## config.mk

```make
export PLATFORM = sky130hd
export DESIGN_NAME = tcdi_top
export DESIGN_NICKNAME = d
export VERILOG_FILES = /design/src/tcdi_pkg.sv /design/src/tcdi_div.sv /design/src/tcdi_port.sv /design/src/tcdi_top.sv
export VERILOG_INCLUDE_DIRS = /design/src
export SDC_FILE = /design/constraint.sdc
export NUM_CORES = 1
export LEC_CHECK = 0
export BUFFER_PORTS_ARGS = -buffer_cell sky130_fd_sc_hd__buf_2
export CAP_MARGIN = 20
export CORE_MARGIN = 4
export CORE_UTILIZATION = 55
export DETAILED_ROUTE_END_ITERATION = 8
export PLACE_DENSITY = 0.81
export REMOVE_ABC_BUFFERS = 1
export SETUP_SLACK_MARGIN = 0.5
export SYNTH_ARGS = -nofsm -noshare
export SYNTH_HDL_FRONTEND = slang
export SYNTH_SLANG_ARGS = --single-unit
export TNS_END_PERCENT = 100
```

## constraint.sdc

```tcl
create_clock -name clk_i -period 2.7 [get_ports clk_i]
set_input_delay 0.27 -clock clk_i [delete_from_list [all_inputs] [get_ports clk_i]]
set_output_delay 0.27 -clock clk_i [all_outputs]
set_load 0.01 [all_outputs]
```

## src/tcdi_map.svh

```systemverilog
// What this block does
// - forced remote defect bit set sends bit 8 of tandem frame 73 as one
// - forced outgoing defect bit set sends bit 7 of tandem frame 74 as one
// - tandem ais bit set drives bit 4 of the outgoing N2 byte high
// - feature disabled suppresses every receive tandem alarm of that port
// - feature disabled sends N2 bits 3 to 8 as zero, BIP-2 kept
// - feature and auto remote enable send remote defect on listed alarms
// - drop ais, h4 error, unequipped, j2 lock loss need their qualify bits
// - auto remote enable off: remote defect only from the forced bit
// - defect indications go out once per 38 ms tandem multiframe
// - alarms sampled every 500 us multiframe and latched until used
// - auto outgoing enable sends outgoing defect on the same alarms
//
// Purpose: offsets, fields and timing for the tandem defect inserter
// Assumes: 40 MHz clock, Wishbone word index = register offset
// Notes: one 8-bit control register and one 8-bit config register per port
`ifndef TCDI_MAP_SVH
`define TCDI_MAP_SVH

// ----------------------------------------
// register indices
// ----------------------------------------
`define TCDI_CTRL_P1 8'h51
`define TCDI_CTRL_P2 8'h81
`define TCDI_CTRL_P3 8'hB1
`define TCDI_CTRL_P4 8'hE1
`define TCDI_CFG_P1 8'h53
`define TCDI_CFG_P2 8'h83
`define TCDI_CFG_P3 8'hB3
`define TCDI_CFG_P4 8'hE3
`define TCDI_STAT_P1 8'h54
`define TCDI_STAT_P2 8'h84
`define TCDI_STAT_P3 8'hB4
`define TCDI_STAT_P4 8'hE4

// ----------------------------------------
// control register fields
// ----------------------------------------
`define TCDI_B_FRC_RDI 7
`define TCDI_B_FRC_ODI 6
`define TCDI_B_TC_AIS 5
`define TCDI_B_TC_EN 4
`define TCDI_B_AUTO_RDI 3
`define TCDI_B_AUTO_ODI 2
`define TCDI_CTRL_RESET 8'h00

// ----------------------------------------
// config register fields
// ----------------------------------------
`define TCDI_B_SIZE 0
`define TCDI_B_DAIS_Q 1
`define TCDI_B_H4_Q 2
`define TCDI_B_UNEQ_Q 3
`define TCDI_B_J2_Q 4
`define TCDI_CFG_RESET 8'h00

// ----------------------------------------
// timing
// ----------------------------------------
`define TCDI_CLK_KHZ 40000
`define TCDI_MF_US 500
`define TCDI_MF_CYC ((`TCDI_MF_US * `TCDI_CLK_KHZ) / 1000)
`define TCDI_TCMF_MS 38
`define TCDI_TCMF_MFS ((`TCDI_TCMF_MS * 1000) / `TCDI_MF_US)

`endif

```

## src/tcdi_pkg.sv

```systemverilog
// Purpose: shared types for the tandem defect inserter
// Assumes: four ports
// Notes: none
package tcdi_pkg;
	typedef logic [7:0] tcdi_byte_t;
	typedef logic [10:0] tcdi_alarm_t;
endpackage

```

## src/tcdi_div.sv

```systemverilog
// Purpose: one-cycle enable every CYCLES clocks that have en_i high
// Assumes: synchronous reset
// Notes: pulse marks end of each period
`timescale 1ns/1ps
`default_nettype none
module tcdi_div #(
	parameter int CYCLES = 20000
) (
	input wire logic clk_i,
	input wire logic rst_i,
	input wire logic en_i,
	output logic tick_o
);
	typedef struct packed {
		logic [31:0] cnt;
	} tcdi_div_st_t;
	tcdi_div_st_t s_r;
	tcdi_div_st_t s_nxt;

	always_comb begin
		s_nxt = s_r;
		tick_o = 1'b0;
		if (en_i) begin
			if (s_r.cnt == 32'(CYCLES - 1)) begin
				s_nxt.cnt = 32'h0;
				tick_o = 1'b1;
			end else begin
				s_nxt.cnt = s_r.cnt + 32'h1;
			end
		end
	end

	always_ff @(posedge clk_i) begin
		if (rst_i) begin
			s_r <= '0;
		end else begin
			s_r <= s_nxt;
		end
	end
endmodule
`default_nettype wire

```

## src/tcdi_port.sv

```systemverilog
// Purpose: per-port tandem overhead and defect latching
// Assumes: alarm inputs already synchronous to clk_i
// Notes: alarm bits: 0 lop,1 tu ais,2 drop ais,3 h4,4 uneq,5 slm,
//        6 j2 lol,7 j2 tim,8 tc uneq,9 tc lol,10 tc lom
`timescale 1ns/1ps
`include "tcdi_map.svh"
`default_nettype none
module tcdi_port (
	input wire logic clk_i,
	input wire logic rst_i,
	input wire tcdi_pkg::tcdi_byte_t ctrl_i,
	input wire tcdi_pkg::tcdi_byte_t cfg_i,
	input wire tcdi_pkg::tcdi_alarm_t alarm_i,
	input wire logic mf_tick_i,
	input wire logic tcmf_tick_i,
	input wire logic [1:0] bip2_i,
	output logic [7:0] n2_o,
	output logic rdi_bit_o,
	output logic odi_bit_o,
	output logic rx_tc_alarm_en_o,
	output logic [1:0] latch_o
);
	import tcdi_pkg::*;

	typedef struct packed {
		logic lat;
		logic rdi;
		logic odi;
		logic [7:0] n2;
	} tcdi_port_st_t;
	tcdi_port_st_t s_r;
	tcdi_port_st_t s_nxt;
	logic en;
	logic any_alarm;
	logic rdi_now;
	logic odi_now;

	always_comb begin
		en = ctrl_i[`TCDI_B_TC_EN];
		// qualified alarms only count when their enable is set
		any_alarm = alarm_i[0] | alarm_i[1] | alarm_i[5] | alarm_i[7] |
			alarm_i[8] | alarm_i[9] | alarm_i[10] |
			(alarm_i[2] & cfg_i[`TCDI_B_DAIS_Q]) |
			(alarm_i[3] & cfg_i[`TCDI_B_H4_Q]) |
			(alarm_i[4] & cfg_i[`TCDI_B_UNEQ_Q]) |
			(alarm_i[6] & cfg_i[`TCDI_B_J2_Q]);
		s_nxt = s_r;
		// sample each 500 us, sticky until the 38 ms frame uses it
		if (mf_tick_i && any_alarm) begin
			s_nxt.lat = 1'b1;
		end
		rdi_now = en & (ctrl_i[`TCDI_B_FRC_RDI] |
			(ctrl_i[`TCDI_B_AUTO_RDI] & (s_r.lat | any_alarm)));
		odi_now = en & (ctrl_i[`TCDI_B_FRC_ODI] |
			(ctrl_i[`TCDI_B_AUTO_ODI] & (s_r.lat | any_alarm)));
		if (tcmf_tick_i) begin
			s_nxt.rdi = rdi_now;
			s_nxt.odi = odi_now;
			// live alarm re-latches so nothing is lost on the boundary
			s_nxt.lat = mf_tick_i & any_alarm;
		end
		s_nxt.n2 = {bip2_i, 6'h00};
		if (en) begin
			s_nxt.n2[4] = ctrl_i[`TCDI_B_TC_AIS];
		end // else bits 3..8 stay zero
	end

	always_ff @(posedge clk_i) begin
		if (rst_i) begin
			s_r <= '0;
		end else begin
			s_r <= s_nxt;
		end
	end

	assign n2_o = s_r.n2;
	assign rdi_bit_o = s_r.rdi;
	assign odi_bit_o = s_r.odi;
	assign rx_tc_alarm_en_o = en;
	assign latch_o = {s_r.lat, any_alarm};
endmodule
`default_nettype wire

```

## src/tcdi_top.sv

```systemverilog
// Purpose: four-port tandem defect inserter with Wishbone registers
// Assumes: classic Wishbone, 8-bit data in low byte of 32-bit word
// Notes: ack one cycle after stb, unmapped reads give zero
`timescale 1ns/1ps
`include "tcdi_map.svh"
`default_nettype none
module tcdi_top #(
	parameter int MF_CYCLES = `TCDI_MF_CYC,
	parameter int TCMF_MFS = `TCDI_TCMF_MFS
) (
	input wire logic clk_i,
	input wire logic rst_i,
	input wire logic cyc_i,
	input wire logic stb_i,
	input wire logic we_i,
	input wire logic [3:0] sel_i,
	input wire logic [9:0] adr_i,
	input wire logic [31:0] dat_i,
	output logic [31:0] dat_o,
	output logic ack_o,
	input wire tcdi_pkg::tcdi_alarm_t alarm_i [4],
	input wire logic [1:0] bip2_i [4],
	output logic [7:0] n2_o [4],
	output logic [3:0] rdi_bit_o,
	output logic [3:0] odi_bit_o,
	output logic [3:0] rx_tc_alarm_en_o
);
	import tcdi_pkg::*;

	// ----------------------------------------
	// state
	// ----------------------------------------
	typedef struct packed {
		logic ack;
		logic [31:0] dat;
		tcdi_byte_t [3:0] ctrl;
		tcdi_byte_t [3:0] cfg;
	} tcdi_top_st_t;
	tcdi_top_st_t s_r;
	tcdi_top_st_t s_nxt;
	logic mf_tick;
	logic tcmf_tick;
	logic [1:0] lat [4];
	logic [7:0] idx;

	localparam logic [7:0] CTRL_A [4] = '{`TCDI_CTRL_P1, `TCDI_CTRL_P2,
		`TCDI_CTRL_P3, `TCDI_CTRL_P4};
	localparam logic [7:0] CFG_A [4] = '{`TCDI_CFG_P1, `TCDI_CFG_P2,
		`TCDI_CFG_P3, `TCDI_CFG_P4};
	localparam logic [7:0] STAT_A [4] = '{`TCDI_STAT_P1, `TCDI_STAT_P2,
		`TCDI_STAT_P3, `TCDI_STAT_P4};

	// ----------------------------------------
	// timebase
	// ----------------------------------------
	tcdi_div #(.CYCLES(MF_CYCLES)) u_mf (
		.clk_i(clk_i),
		.rst_i(rst_i),
		.en_i(1'b1),
		.tick_o(mf_tick)
	);
	// 76 multiframes per tandem multiframe
	tcdi_div #(.CYCLES(TCMF_MFS)) u_tcmf (
		.clk_i(clk_i),
		.rst_i(rst_i),
		.en_i(mf_tick),
		.tick_o(tcmf_tick)
	);

	// ----------------------------------------
	// ports
	// ----------------------------------------
	for (genvar p = 0; p < 4; p++) begin : g_port
		tcdi_port u_port (
			.clk_i(clk_i),
			.rst_i(rst_i),
			.ctrl_i(s_r.ctrl[p]),
			.cfg_i(s_r.cfg[p]),
			.alarm_i(alarm_i[p]),
			.mf_tick_i(mf_tick),
			.tcmf_tick_i(tcmf_tick),
			.bip2_i(bip2_i[p]),
			.n2_o(n2_o[p]),
			.rdi_bit_o(rdi_bit_o[p]),
			.odi_bit_o(odi_bit_o[p]),
			.rx_tc_alarm_en_o(rx_tc_alarm_en_o[p]),
			.latch_o(lat[p])
		);
	end

	// ----------------------------------------
	// wishbone slave
	// ----------------------------------------
	always_comb begin
		idx = adr_i[9:2];
		s_nxt = s_r;
		s_nxt.ack = 1'b0;
		if (cyc_i && stb_i && !s_r.ack) begin
			s_nxt.ack = 1'b1;
			s_nxt.dat = 32'h0;
			for (int p = 0; p < 4; p++) begin
				if (idx == CTRL_A[p]) begin
					s_nxt.dat[7:0] = s_r.ctrl[p];
					if (we_i && sel_i[0]) begin
						s_nxt.ctrl[p] = dat_i[7:0];
					end
				end
				if (idx == CFG_A[p]) begin
					s_nxt.dat[7:0] = s_r.cfg[p];
					if (we_i && sel_i[0]) begin
						s_nxt.cfg[p] = dat_i[7:0];
					end
				end
				if (idx == STAT_A[p]) begin
					s_nxt.dat[3:0] = {lat[p], rdi_bit_o[p], odi_bit_o[p]};
				end
			end
		end
	end

	always_ff @(posedge clk_i) begin
		if (rst_i) begin
			s_r.ack <= 1'b0;
			s_r.dat <= 32'h0;
			s_r.ctrl <= {4{`TCDI_CTRL_RESET}};
			s_r.cfg <= {4{`TCDI_CFG_RESET}};
		end else begin
			s_r <= s_nxt;
		end
	end

	assign ack_o = s_r.ack;
	assign dat_o = s_r.dat;
endmodule
`default_nettype wire

```

==> run metrics, run 1 <==
Required @ worst endpoint=slightly above 3 ns; worst slew pin tran=around 0.58 ns; EDFF count, synth=0; post-DP HPWL=15400 um; setup TNS=0 ns; DR vias/cell=~6.1; Worst Path Arrival=between 2 and 3 ns; Fmax=approximately 440 MHz; drt drc=0; CP Capture Type=flip-flop; sequential power share=0.473; Die W=about 130 um; DR vias=7817; Post-Synthesis Cells=a little under 1k; synth unique cells=just under 70; Avg Synthesized Cell Area=approximately 8.3 um^2; I/O Buffers=106; Overflow after GRT=0; total CTS buffers=17; critical path type=reg2reg; Worst-path clk slew=0.06 ns; status=finished, final reports clean; Fin. Hold Viols=0; Avg WL per Cell=between 15 and 20 um; CTS tree=done; Clock Power Share=0.470; FF+latch count, synth=approximately 160; I/O Pins=between 150 and 200; reg2reg path depth=7; r2r setup slk=roughly 0.42 ns; peak supply drop=roughly 0.48 mV; Reg2Reg Launch Point=u_mf.s_r[0]; Worst Hold Class=in2reg; Placeable Area=14500 um^2; cell-internal power=approximately 0.0039 W; clk_lat worst skew=between 0.4 and 0.5 ns; Util after Layout=0.660; combinational power share=0.057; switching share of power=0.229; Tmin final=roughly 2.3 ns; vias in the first global route=between 6k and 7k; nets@finish=~1.2k; Setup crit start kind=flip-flop; Die Ht=approximately 130 um; Main synth FF type=dfxtp_1; CTS H-tree lvls=4; routed wire length=about 23000 um; Max Slew Vio Count=0; initial DRC count=between 900 and 1k; gr usage total=0.262; Reg-to-Reg End=u_tcmf.s_r[24]; initial core utilization=0.563; Hold Path Sink=g_port[0].u_port.n2_o[6]; share of layout cells above drive strength 1=0.216; final period utilization=0.843; worst-path fanout max=6; sequential cell area fraction in the yosys report=0.394; GP Congestion=0.926; Die ar.=roughly 17000 um^2; first-pass GRT wire length=approximately 35000 um; Slew HR=0.611; Synth-to-Final Area Change=17.3%; Max Clock Skew=about 0.0077 ns; Hold WS=0.0455 ns; RSZ-0062 raised after global routing=yes; Yosys warning count=0; leakage power total=roughly 3.5 nW; CTS sink cnt=approximately 160; power density over the cells=roughly 530 nW/um^2; Root Driver=clkbuf_16; final setup vio count=0; max-cap check violation count=0; Worst Hold Launch=bip2_i[6]; row count=44; asr flop ratio synth=0; largest net degree at the start of global routing=40; hold path cells=2; DRT antenna net count=0; switching power=approximately 0.0012 W; iteration count of the initial detailed-routing pass=5; filler cell count=1187; CTS max path bufs=2; initial antenna violation count=0; area of the mapped netlist=roughly 8200 um^2
[area by class of cell]
type,instances,area [um^2],area share
Inverter,21,78.8,0.00821
Clock inverter,11,111,0.0116
Clock buffer,21,470,0.0490
Timing Repair Buffer,150,892,0.0930
Tap cell,184,230,0.0240
Sequential cell,161,3230,0.337
Antenna cell,1,2.50,0.000261
Multi-Input combinational cell,733,4580,0.477
[flip-flops by register name (all words and copies together), names as in the netlist]
| name | flops |
|---|---|
| ack_o | 1 |
| dat_o | 8 |
| g_port.u_port.latch_o | 4 |
| g_port.u_port.n2_o | 12 |
| g_port.u_port.odi_bit_o | 4 |
| g_port.u_port.rdi_bit_o | 4 |
| s_r | 64 |
| u_mf.s_r | 32 |
| u_tcmf.s_r | 32 |
[synth_stat cells (all sizes together) (5+ instances only)]
| master | n | share of area |
|---|---|---|
| o22ai | 9 | 0.0069 |
| nand3 | 32 | 0.020 |
| xor2 | 11 | 0.012 |
| or3 | 18 | 0.014 |
| o21a | 11 | 0.010 |
| a22oi | 17 | 0.016 |
| and3 | 9 | 0.0069 |
| o221ai | 7 | 0.0075 |
| xnor2 | 21 | 0.022 |
| nand4 | 22 | 0.018 |
| nand2 | 76 | 0.035 |
| or4 | 14 | 0.013 |
| o31ai | 13 | 0.012 |
| o211ai | 6 | 0.0055 |
| and2 | 5 | 0.0038 |
| o21ai | 77 | 0.047 |
| buf | 66 | 0.060 |
| clkbuf | 54 | 0.025 |
| a21oi | 82 | 0.050 |
| o2111ai | 8 | 0.0086 |
| nor3 | 17 | 0.010 |
| inv | 20 | 0.0092 |
| a2bb2oi | 7 | 0.0075 |
| nor2 | 83 | 0.038 |
| nor4 | 23 | 0.019 |
| mux2i | 31 | 0.038 |
| nor2b | 14 | 0.011 |
| dfxtp | 161 | 0.39 |
| and4 | 10 | 0.011 |
| nand4b | 5 | 0.0054 |
| nor4b | 7 | 0.0075 |
[critical path, stage by stage (launching register included)]
cell     delay [ns]
dfxtp_4        0.37
ha_4           0.14
or4bb_4        0.47
nor4_4         0.24
buf_6          0.19
nand4_2        0.20
or4_1          0.45
a21oi_1        0.14
[worst max-delay path by stage]
| stage | from | end | cells after the start | slack, ns |
|---|---|---|---|---|
| floorplan | u_mf.s_r[0] | g_port[0].u_port.odi_bit_o | 6 | -0.03 |
| global placement | u_mf.s_r[0] | u_tcmf.s_r[14] | 6 | 0.19 |
| detailed placement | u_mf.s_r[0] | u_tcmf.s_r[14] | 6 | 0.13 |
| CTS | u_mf.s_r[0] | u_tcmf.s_r[15] | 8 | 0.42 |
| global route | u_mf.s_r[0] | u_tcmf.s_r[31] | 8 | 0.34 |
| finish | u_mf.s_r[0] | u_tcmf.s_r[24] | 7 | 0.42 |
[repair_timing]
action,CTS,global route
pin swaps,6,12
setup buffers,11,9
gates cloned,2,1
hold buffers,0,0
setup endpoints to repair,67,52
gates resized for setup,19,29
[per-stage QoR]
step	cells	power [W]	instance area (um^2)	worst slack [ns]
2_1_floorplan	912	0.00256	7650	-0.0282
3_3_place_gp	1226	0.00272	8610	0.191
3_5_place_dp	1226	0.00272	8610	0.135
4_1_cts	1271	0.00507	9400	0.421
5_1_grt	1281	0.00522	9590	0.343
6_report	1282	0.00507	9600	0.424
[power groups by stage]
stage	Clock (W)	Sequential (W)	Combinational [W]
floorplan	0	0.00245	0.000107
global placement	0	0.00245	0.000271
detailed placement	0	0.00245	0.000273
CTS	0.00240	0.00240	0.000278
global route	0.00251	0.00239	0.000312
finish	0.00238	0.00240	0.000289
[cells in the final DEF (no fill, tap or decap), types with 8 or more instances in the layout]
cell type  netlist  layout
xor2_1          11      10
clkbuf_16        0      17
nor2_1          82      82
dfxtp_1        161     156
nor2b_1         14      14
buf_4           56      38
inv_1           20      20
buf_2            0     106
nor4_1          22      21
nand2_1         76      76
nand4_1         20      20
a21oi_1         82      79
a22oi_1         17      17
o21ai_0         77      75
o22ai_1          9       9
o31ai_1         13      10
conb_1           1      44
o21a_1          11      11
nand3_1         32      30
xnor2_1         21      20
or3_1           16      14
o2111ai_1        8       8
mux2i_1         31      31
or4_1           13       8
and3_1           9       9
nor3_1          17      15
[kinds of logic after synthesis]
logic type,Yosys count,synth area share
xor+xnor,32,0.0342
buf+inv,141,0.0940
simple gates,360,0.240
compound gates,258,0.192
fa+ha+maj,2,0.00306
mux,34,0.0420
other cells,1,0.000458
flops,161,0.394
[routing by layer]
layer | GRT usage | vias up | share of wire
met2 | 0.406 | 389 | 0.46
met4 | 0.0715 | 0 | 0.020
li1 | - | 3694 | -
met3 | 0.0753 | 46 | 0.10
met5 | 0 | - | 0
met1 | 0.361 | 3688 | 0.42
(Power assumes the default switching activity.)
==> inputs of run 2 (changes only) <==
- clock period: 2.7 -> 2.1 ns (I/O delays scaled with it)
==> run 2 against run 1 <==
Net effect:
- the flow now finishes with violations (negative setup slack)
- worst setup slack got worse by 0.69 ns
- combinational power increased by 75%
- maximum frequency decreased by 3.9%
- final cell count increased by 6.2%
- via count increased by 12%
- first-iteration DRC count increased by 21%
- clock power increased by 24%
- sequential share of layout area decreased by 3.7 points
==> run metrics, run 2 (synthesized netlist as in run 1, its figures left out) <==
max reg flops=64; Worst Path Arrival=between 2 and 3 ns; CTS max path bufs=2; Setup crit start kind=flip-flop; Placeable Area=14500 um^2; final period utilization=1.13; Worst Hold Class=in2reg; post-DP HPWL=~16000 um; largest register by flop count=s_r; largest net degree at the start of global routing=77; CTS H-tree lvls=4; area occupied by multi-input gates=4860 um^2; vias in the first global route=between 7k and 8k; Root Driver=clkbuf_16; DR vias/cell=about 6.4; worst-path fanout max=6; Die Ht=~130 um; Hold WS=0.0560 ns; share of layout cells above drive strength 1=0.317; final setup vio count=24; most frequent cells in the layout=dfxtp_1, buf_2, buf_4; Worst-path clk slew=0.06 ns; CTS tree=done; critical path type=reg2reg; I/O Pins=180; iteration count of the initial detailed-routing pass=7; Slew HR=0.596; register area=approximately 3200 um^2; pre-CTS WS=-0.169 ns; nets@finish=about 1.3k; Fin. Hold Viols=0; first-pass GRT wire length=roughly 40000 um; clk_lat worst skew=between 0.4 and 0.5 ns; I/O Buffers=roughly 110; Avg WL per Cell=approximately 21 um; initial antenna violation count=0; DRT antenna net count=0; filler cell count=~970; drt drc=0; Die ar.=16900 um^2; Overflow after GRT=0; max-cap check violation count=0; n_diodes=0; Tmin final=about 2.4 ns; routed wire length=28600 um; Final WS setup=-0.269 ns; Largest regs=s_r x64, u_mf.s_r x32, u_tcmf.s_r x32; CP Capture Type=flip-flop; initial core utilization=0.563; total CTS buffers=17; gr usage total=0.303; Util after Layout=0.744; power density over the cells=603 nW/um^2; CTS sink cnt=approximately 160; commonest non-fill, non-tap cell in the layout=dfxtp_1; r2r setup slk=-0.27 ns; Required @ worst endpoint=~2.5 ns; DR vias=8721; initial DRC count=1151; Max Clock Skew=approximately 0.012 ns; Synth-to-Final Area Change=32.2%; GP Congestion=a little under 1; leakage power total=between 3 and 4 nW; Die W=130 um; RSZ-0062 raised after global routing=yes; Max Slew Vio Count=0; violated checks=negative setup slack; peak supply drop=~0.6 mV; status=finished with violations; row count=44; Fmax=roughly 420 MHz; worst slew pin tran=slightly above 0.6 ns
-- run 2: cell types whose count changed in the layout (fill, tap and decap cells not counted), sizes merged --
cell         previous run  this run
buf                   150       225
bufinv                  2         1
diode                   1         0
clkinv                  9         8
dlygate4sd3             0         7
clkinvlp                1         2
nand4                  25        22
clkbuf                 21        24
-- run 2: metal layers --
| metal | vias to the layer above | GRT usage | part of all wire |
|---|---|---|---|
| met4 | 0 | 0.117 | 0.041 |
| met1 | 4093 | 0.393 | 0.37 |
| met3 | 128 | 0.0802 | 0.12 |
| li1 | 3849 | - | - |
| met2 | 651 | 0.486 | 0.47 |
| met5 | - | 0 | 0 |
-- run 2: worst max-delay path, cell delays in order (launching register included) --
cell	delay [ns]
dfxtp_2	0.35
ha_4	0.13
or4bb_4	0.48
nor4_4	0.39
nand4_2	0.21
buf_6	0.19
or4_1	0.39
a21oi_1	0.15
-- run 2: cell type report --
| class | instances | share of cell area |
|---|---|---|
| tap | 184 | 0.0213 |
| sequential | 161 | 0.300 |
| multi-input combinational | 730 | 0.449 |
| inverter | 21 | 0.00729 |
| timing repair buffer | 235 | 0.172 |
| clock buffer | 21 | 0.0426 |
| clock inverter | 10 | 0.00810 |
-- run 2: timing repair --
item,in CTS,in global routing
hold buffers,7,0
endpoints found under the setup margin,125,110
buffers inserted,19,8
gates cloned,6,3
endpoints found under the hold margin,7,0
pin swaps,28,28
gates resized for setup,79,92
-- run 2: final timing paths --
check	startpoint	endpoint	cells after the start
min	bip2_i[7]	g_port[0].u_port.n2_o[7]	2
max	u_mf.s_r[0]	u_tcmf.s_r[29]	7
max reg2reg	u_mf.s_r[0]	u_tcmf.s_r[29]	7
min reg2reg	s_r[15]	s_r[15]	2
-- run 2: where the power goes --
part	internal [W]	switching [W]
sequential	0.00307	0.00000865
clock	0.00168	0.00126
combinational	0.000208	0.000297
-- run 2: per-stage QoR --
stage          setup TNS [ns]  total power, W  instance area (um^2)  std cells
6_report                -3.51         0.00652                 10800       1362
5_1_grt                 -5.13         0.00668                 10800       1362
4_1_cts                 -1.60         0.00646                 10300       1351
3_5_place_dp            -2.11         0.00352                  9100       1288
3_3_place_gp            -1.18         0.00352                  9100       1288
2_1_floorplan          -27.52         0.00329                  7650        912
==> inputs of run 3 (changes only) <==
- clock period: 2.1 -> 2.58 ns (I/O delays scaled with it)
==> run 3 against run 2 <==
Net effect:
- the flow now finishes without violations
- sequential share of layout area increased by 1.7 points
- wire length shrank 13%
- sequential power is 19% lower
- first-iteration DRC count shrank 15%
- critical path type unchanged
- critical endpoint is now u_tcmf.s_r[28]
==> run metrics, run 3 (synthesized netlist as in run 1, its figures left out) <==
status=finished, final reports clean; row count=44; iteration count of the initial detailed-routing pass=6; nets@finish=approximately 1.2k; Clock Power Share=0.482; commonest non-fill, non-tap cell in the layout=dfxtp_1; fin cells=~1.3k; Max Slew Vio Count=0; Tmin final=2.25 ns; gr usage total=0.266; Worst Path Arrival=2.62 ns; Util after Layout=0.700; r2r setup slk=between 0.3 and 0.4 ns; Worst Hold Launch=bip2_i[7]; clk_lat worst skew=0.43 ns; routed wire length=about 25000 um; critical path type=reg2reg; I/O Buffers=between 100 and 150; Worst path slowest cell=or4bb_4; drt drc=0; CTS H-tree lvls=4; GP Congestion=between 0.9 and 1; DR vias=between 8k and 9k; Hold Path Sink=g_port[0].u_port.n2_o[7]; Reg2Reg Launch Point=u_mf.s_r[1]; Synth-to-Final Area Change=24.4%; max-cap check violation count=0; Buffers & Inverters on Critical Path=2; critical path cell sequence=ha_4 -> or4bb_4 -> nor4_4 -> buf_6 -> nand4_4 -> buf_6 -> or4_1 -> a21oi_2; hold path cells=2; Die W=130 um; reg2reg path depth=8; Setup crit start kind=flip-flop; Final WS setup=0.326 ns; Die ar.=16900 um^2; worst-path fanout max=5; cell-internal power=roughly 0.0043 W; Required @ worst endpoint=slightly below 3 ns; switching power=0.00123 W; first-pass GRT wire length=around 36000 um; critical path depth=8; Largest regs=s_r x64, u_mf.s_r x32, u_tcmf.s_r x32; Die Ht=approximately 130 um; Slew HR=0.519; CTS tree=done; DRT antenna net count=0; most frequent cells in the layout=dfxtp_1, buf_2, nand2_1; sequential power share=0.452; power density over the cells=544 nW/um^2; total CTS buffers=17; Placeable Area=14500 um^2; final setup vio count=0; CTS sink cnt=roughly 160; post-DP HPWL=15400 um; Worst-path clk slew=0.06 ns; pre-CTS WS=between 0.07 and 0.08 ns; Reg-to-Reg End=u_tcmf.s_r[28]; combinational power share=0.066; max reg flops=64; leakage power total=between 3 and 4 nW; Worst Hold Class=in2reg; Tot Pwr=roughly 0.0055 W; Max Clock Skew=0.00864 ns; n_diodes=0; placed cell count=approximately 1.2k; share of layout cells above drive strength 1=0.285; initial core utilization=0.563; Crit path largest cell delay=between 0.4 and 0.5 ns; Top cell by count, worst path=buf_6; CTS max path bufs=2; Fmax=between 400 and 500 MHz; Fin. Hold Viols=0; worst slew pin tran=roughly 0.7 ns; vias in the first global route=between 7k and 8k; switching share of power=0.223; RSZ-0062 raised after global routing=yes; peak supply drop=0.535 mV; final period utilization=0.874; Post-CTS Hold Buffers=0; initial antenna violation count=1; Avg WL per Cell=19.1 um; DR vias/cell=between 6 and 7; setup TNS=0 ns; initial DRC count=between 900 and 1k; Overflow after GRT=0; largest register by flop count=s_r; Root Driver=clkbuf_16; CP top delay family=simple AND/OR/NAND/NOR gates; CP Capture Type=flip-flop; I/O Pins=180; largest net degree at the start of global routing=just under 70
-- run 3: changes by cell type in the layout (fill, tap and decap cells not counted), sizes merged --
| cell | change |
|---|---|
| inv | +1 |
| clkbuf | +2 |
| nand4 | +1 |
| clkinvlp | -1 |
| buf | -59 |
| bufinv | +3 |
| dlygate4sd3 | -7 |
| clkinv | -3 |
-- run 3: worst max-delay path by stage --
stage | start | to | slack [ns]
final | u_mf.s_r[1] | u_tcmf.s_r[28] | 0.33
after global routing | u_mf.s_r[25] | u_tcmf.s_r[26] | 0.25
after global placement | u_mf.s_r[0] | u_tcmf.s_r[15] | 0.13
after detailed placement | u_mf.s_r[0] | u_tcmf.s_r[15] | 0.08
after CTS | u_mf.s_r[1] | u_tcmf.s_r[26] | 0.29
after floorplan | u_mf.s_r[0] | g_port[0].u_port.odi_bit_o | -0.15
-- run 3: final cells by class --
| class | instances | area (um^2) |
|---|---|---|
| Sequential cell | 161 | 3230 |
| Fill cell | 1092 | 4350 |
| Multi-Input combinational cell | 731 | 4830 |
| Tap cell | 184 | 230 |
| Clock inverter | 10 | 156 |
| Clock buffer | 22 | 464 |
| Timing Repair Buffer | 170 | 1190 |
| Inverter | 21 | 78.8 |
-- run 3: per-stage QoR --
step / area (um^2) / hold slack, ns
final: 10200 / 0.0348
after global routing: 10200 / 0.0423
after CTS: 9620 / 0.0273
after detailed placement: 8730 / 0.454
after global placement: 8730 / 0.441
after floorplan: 7650 / 0.327
-- run 3: layer usage --
layer | vias up | global-route usage | wire, um
li1 | 3726 | - | -
met1 | 3852 | 0.359 | 9920
met2 | 486 | 0.422 | 11700
met3 | 53 | 0.0659 | 2680
met4 | 2 | 0.0831 | 566
met5 | - | 0 | 9
-- run 3: power by group through the flow --
stage,sequential [W],clock [W],combinational [W]
finish,0.00251,0.00267,0.000364
global route,0.00251,0.00279,0.000388
CTS,0.00251,0.00268,0.000304
detailed placement,0.00256,0,0.000296
global placement,0.00256,0,0.000292
floorplan,0.00256,0,0.000111
-- run 3: repair_timing --
action,4_1_cts,5_1_grt
pin swaps,22,24
setup endpoints to repair,75,95
setup buffers,17,3
resized for setup,25,118
gates cloned,3,6
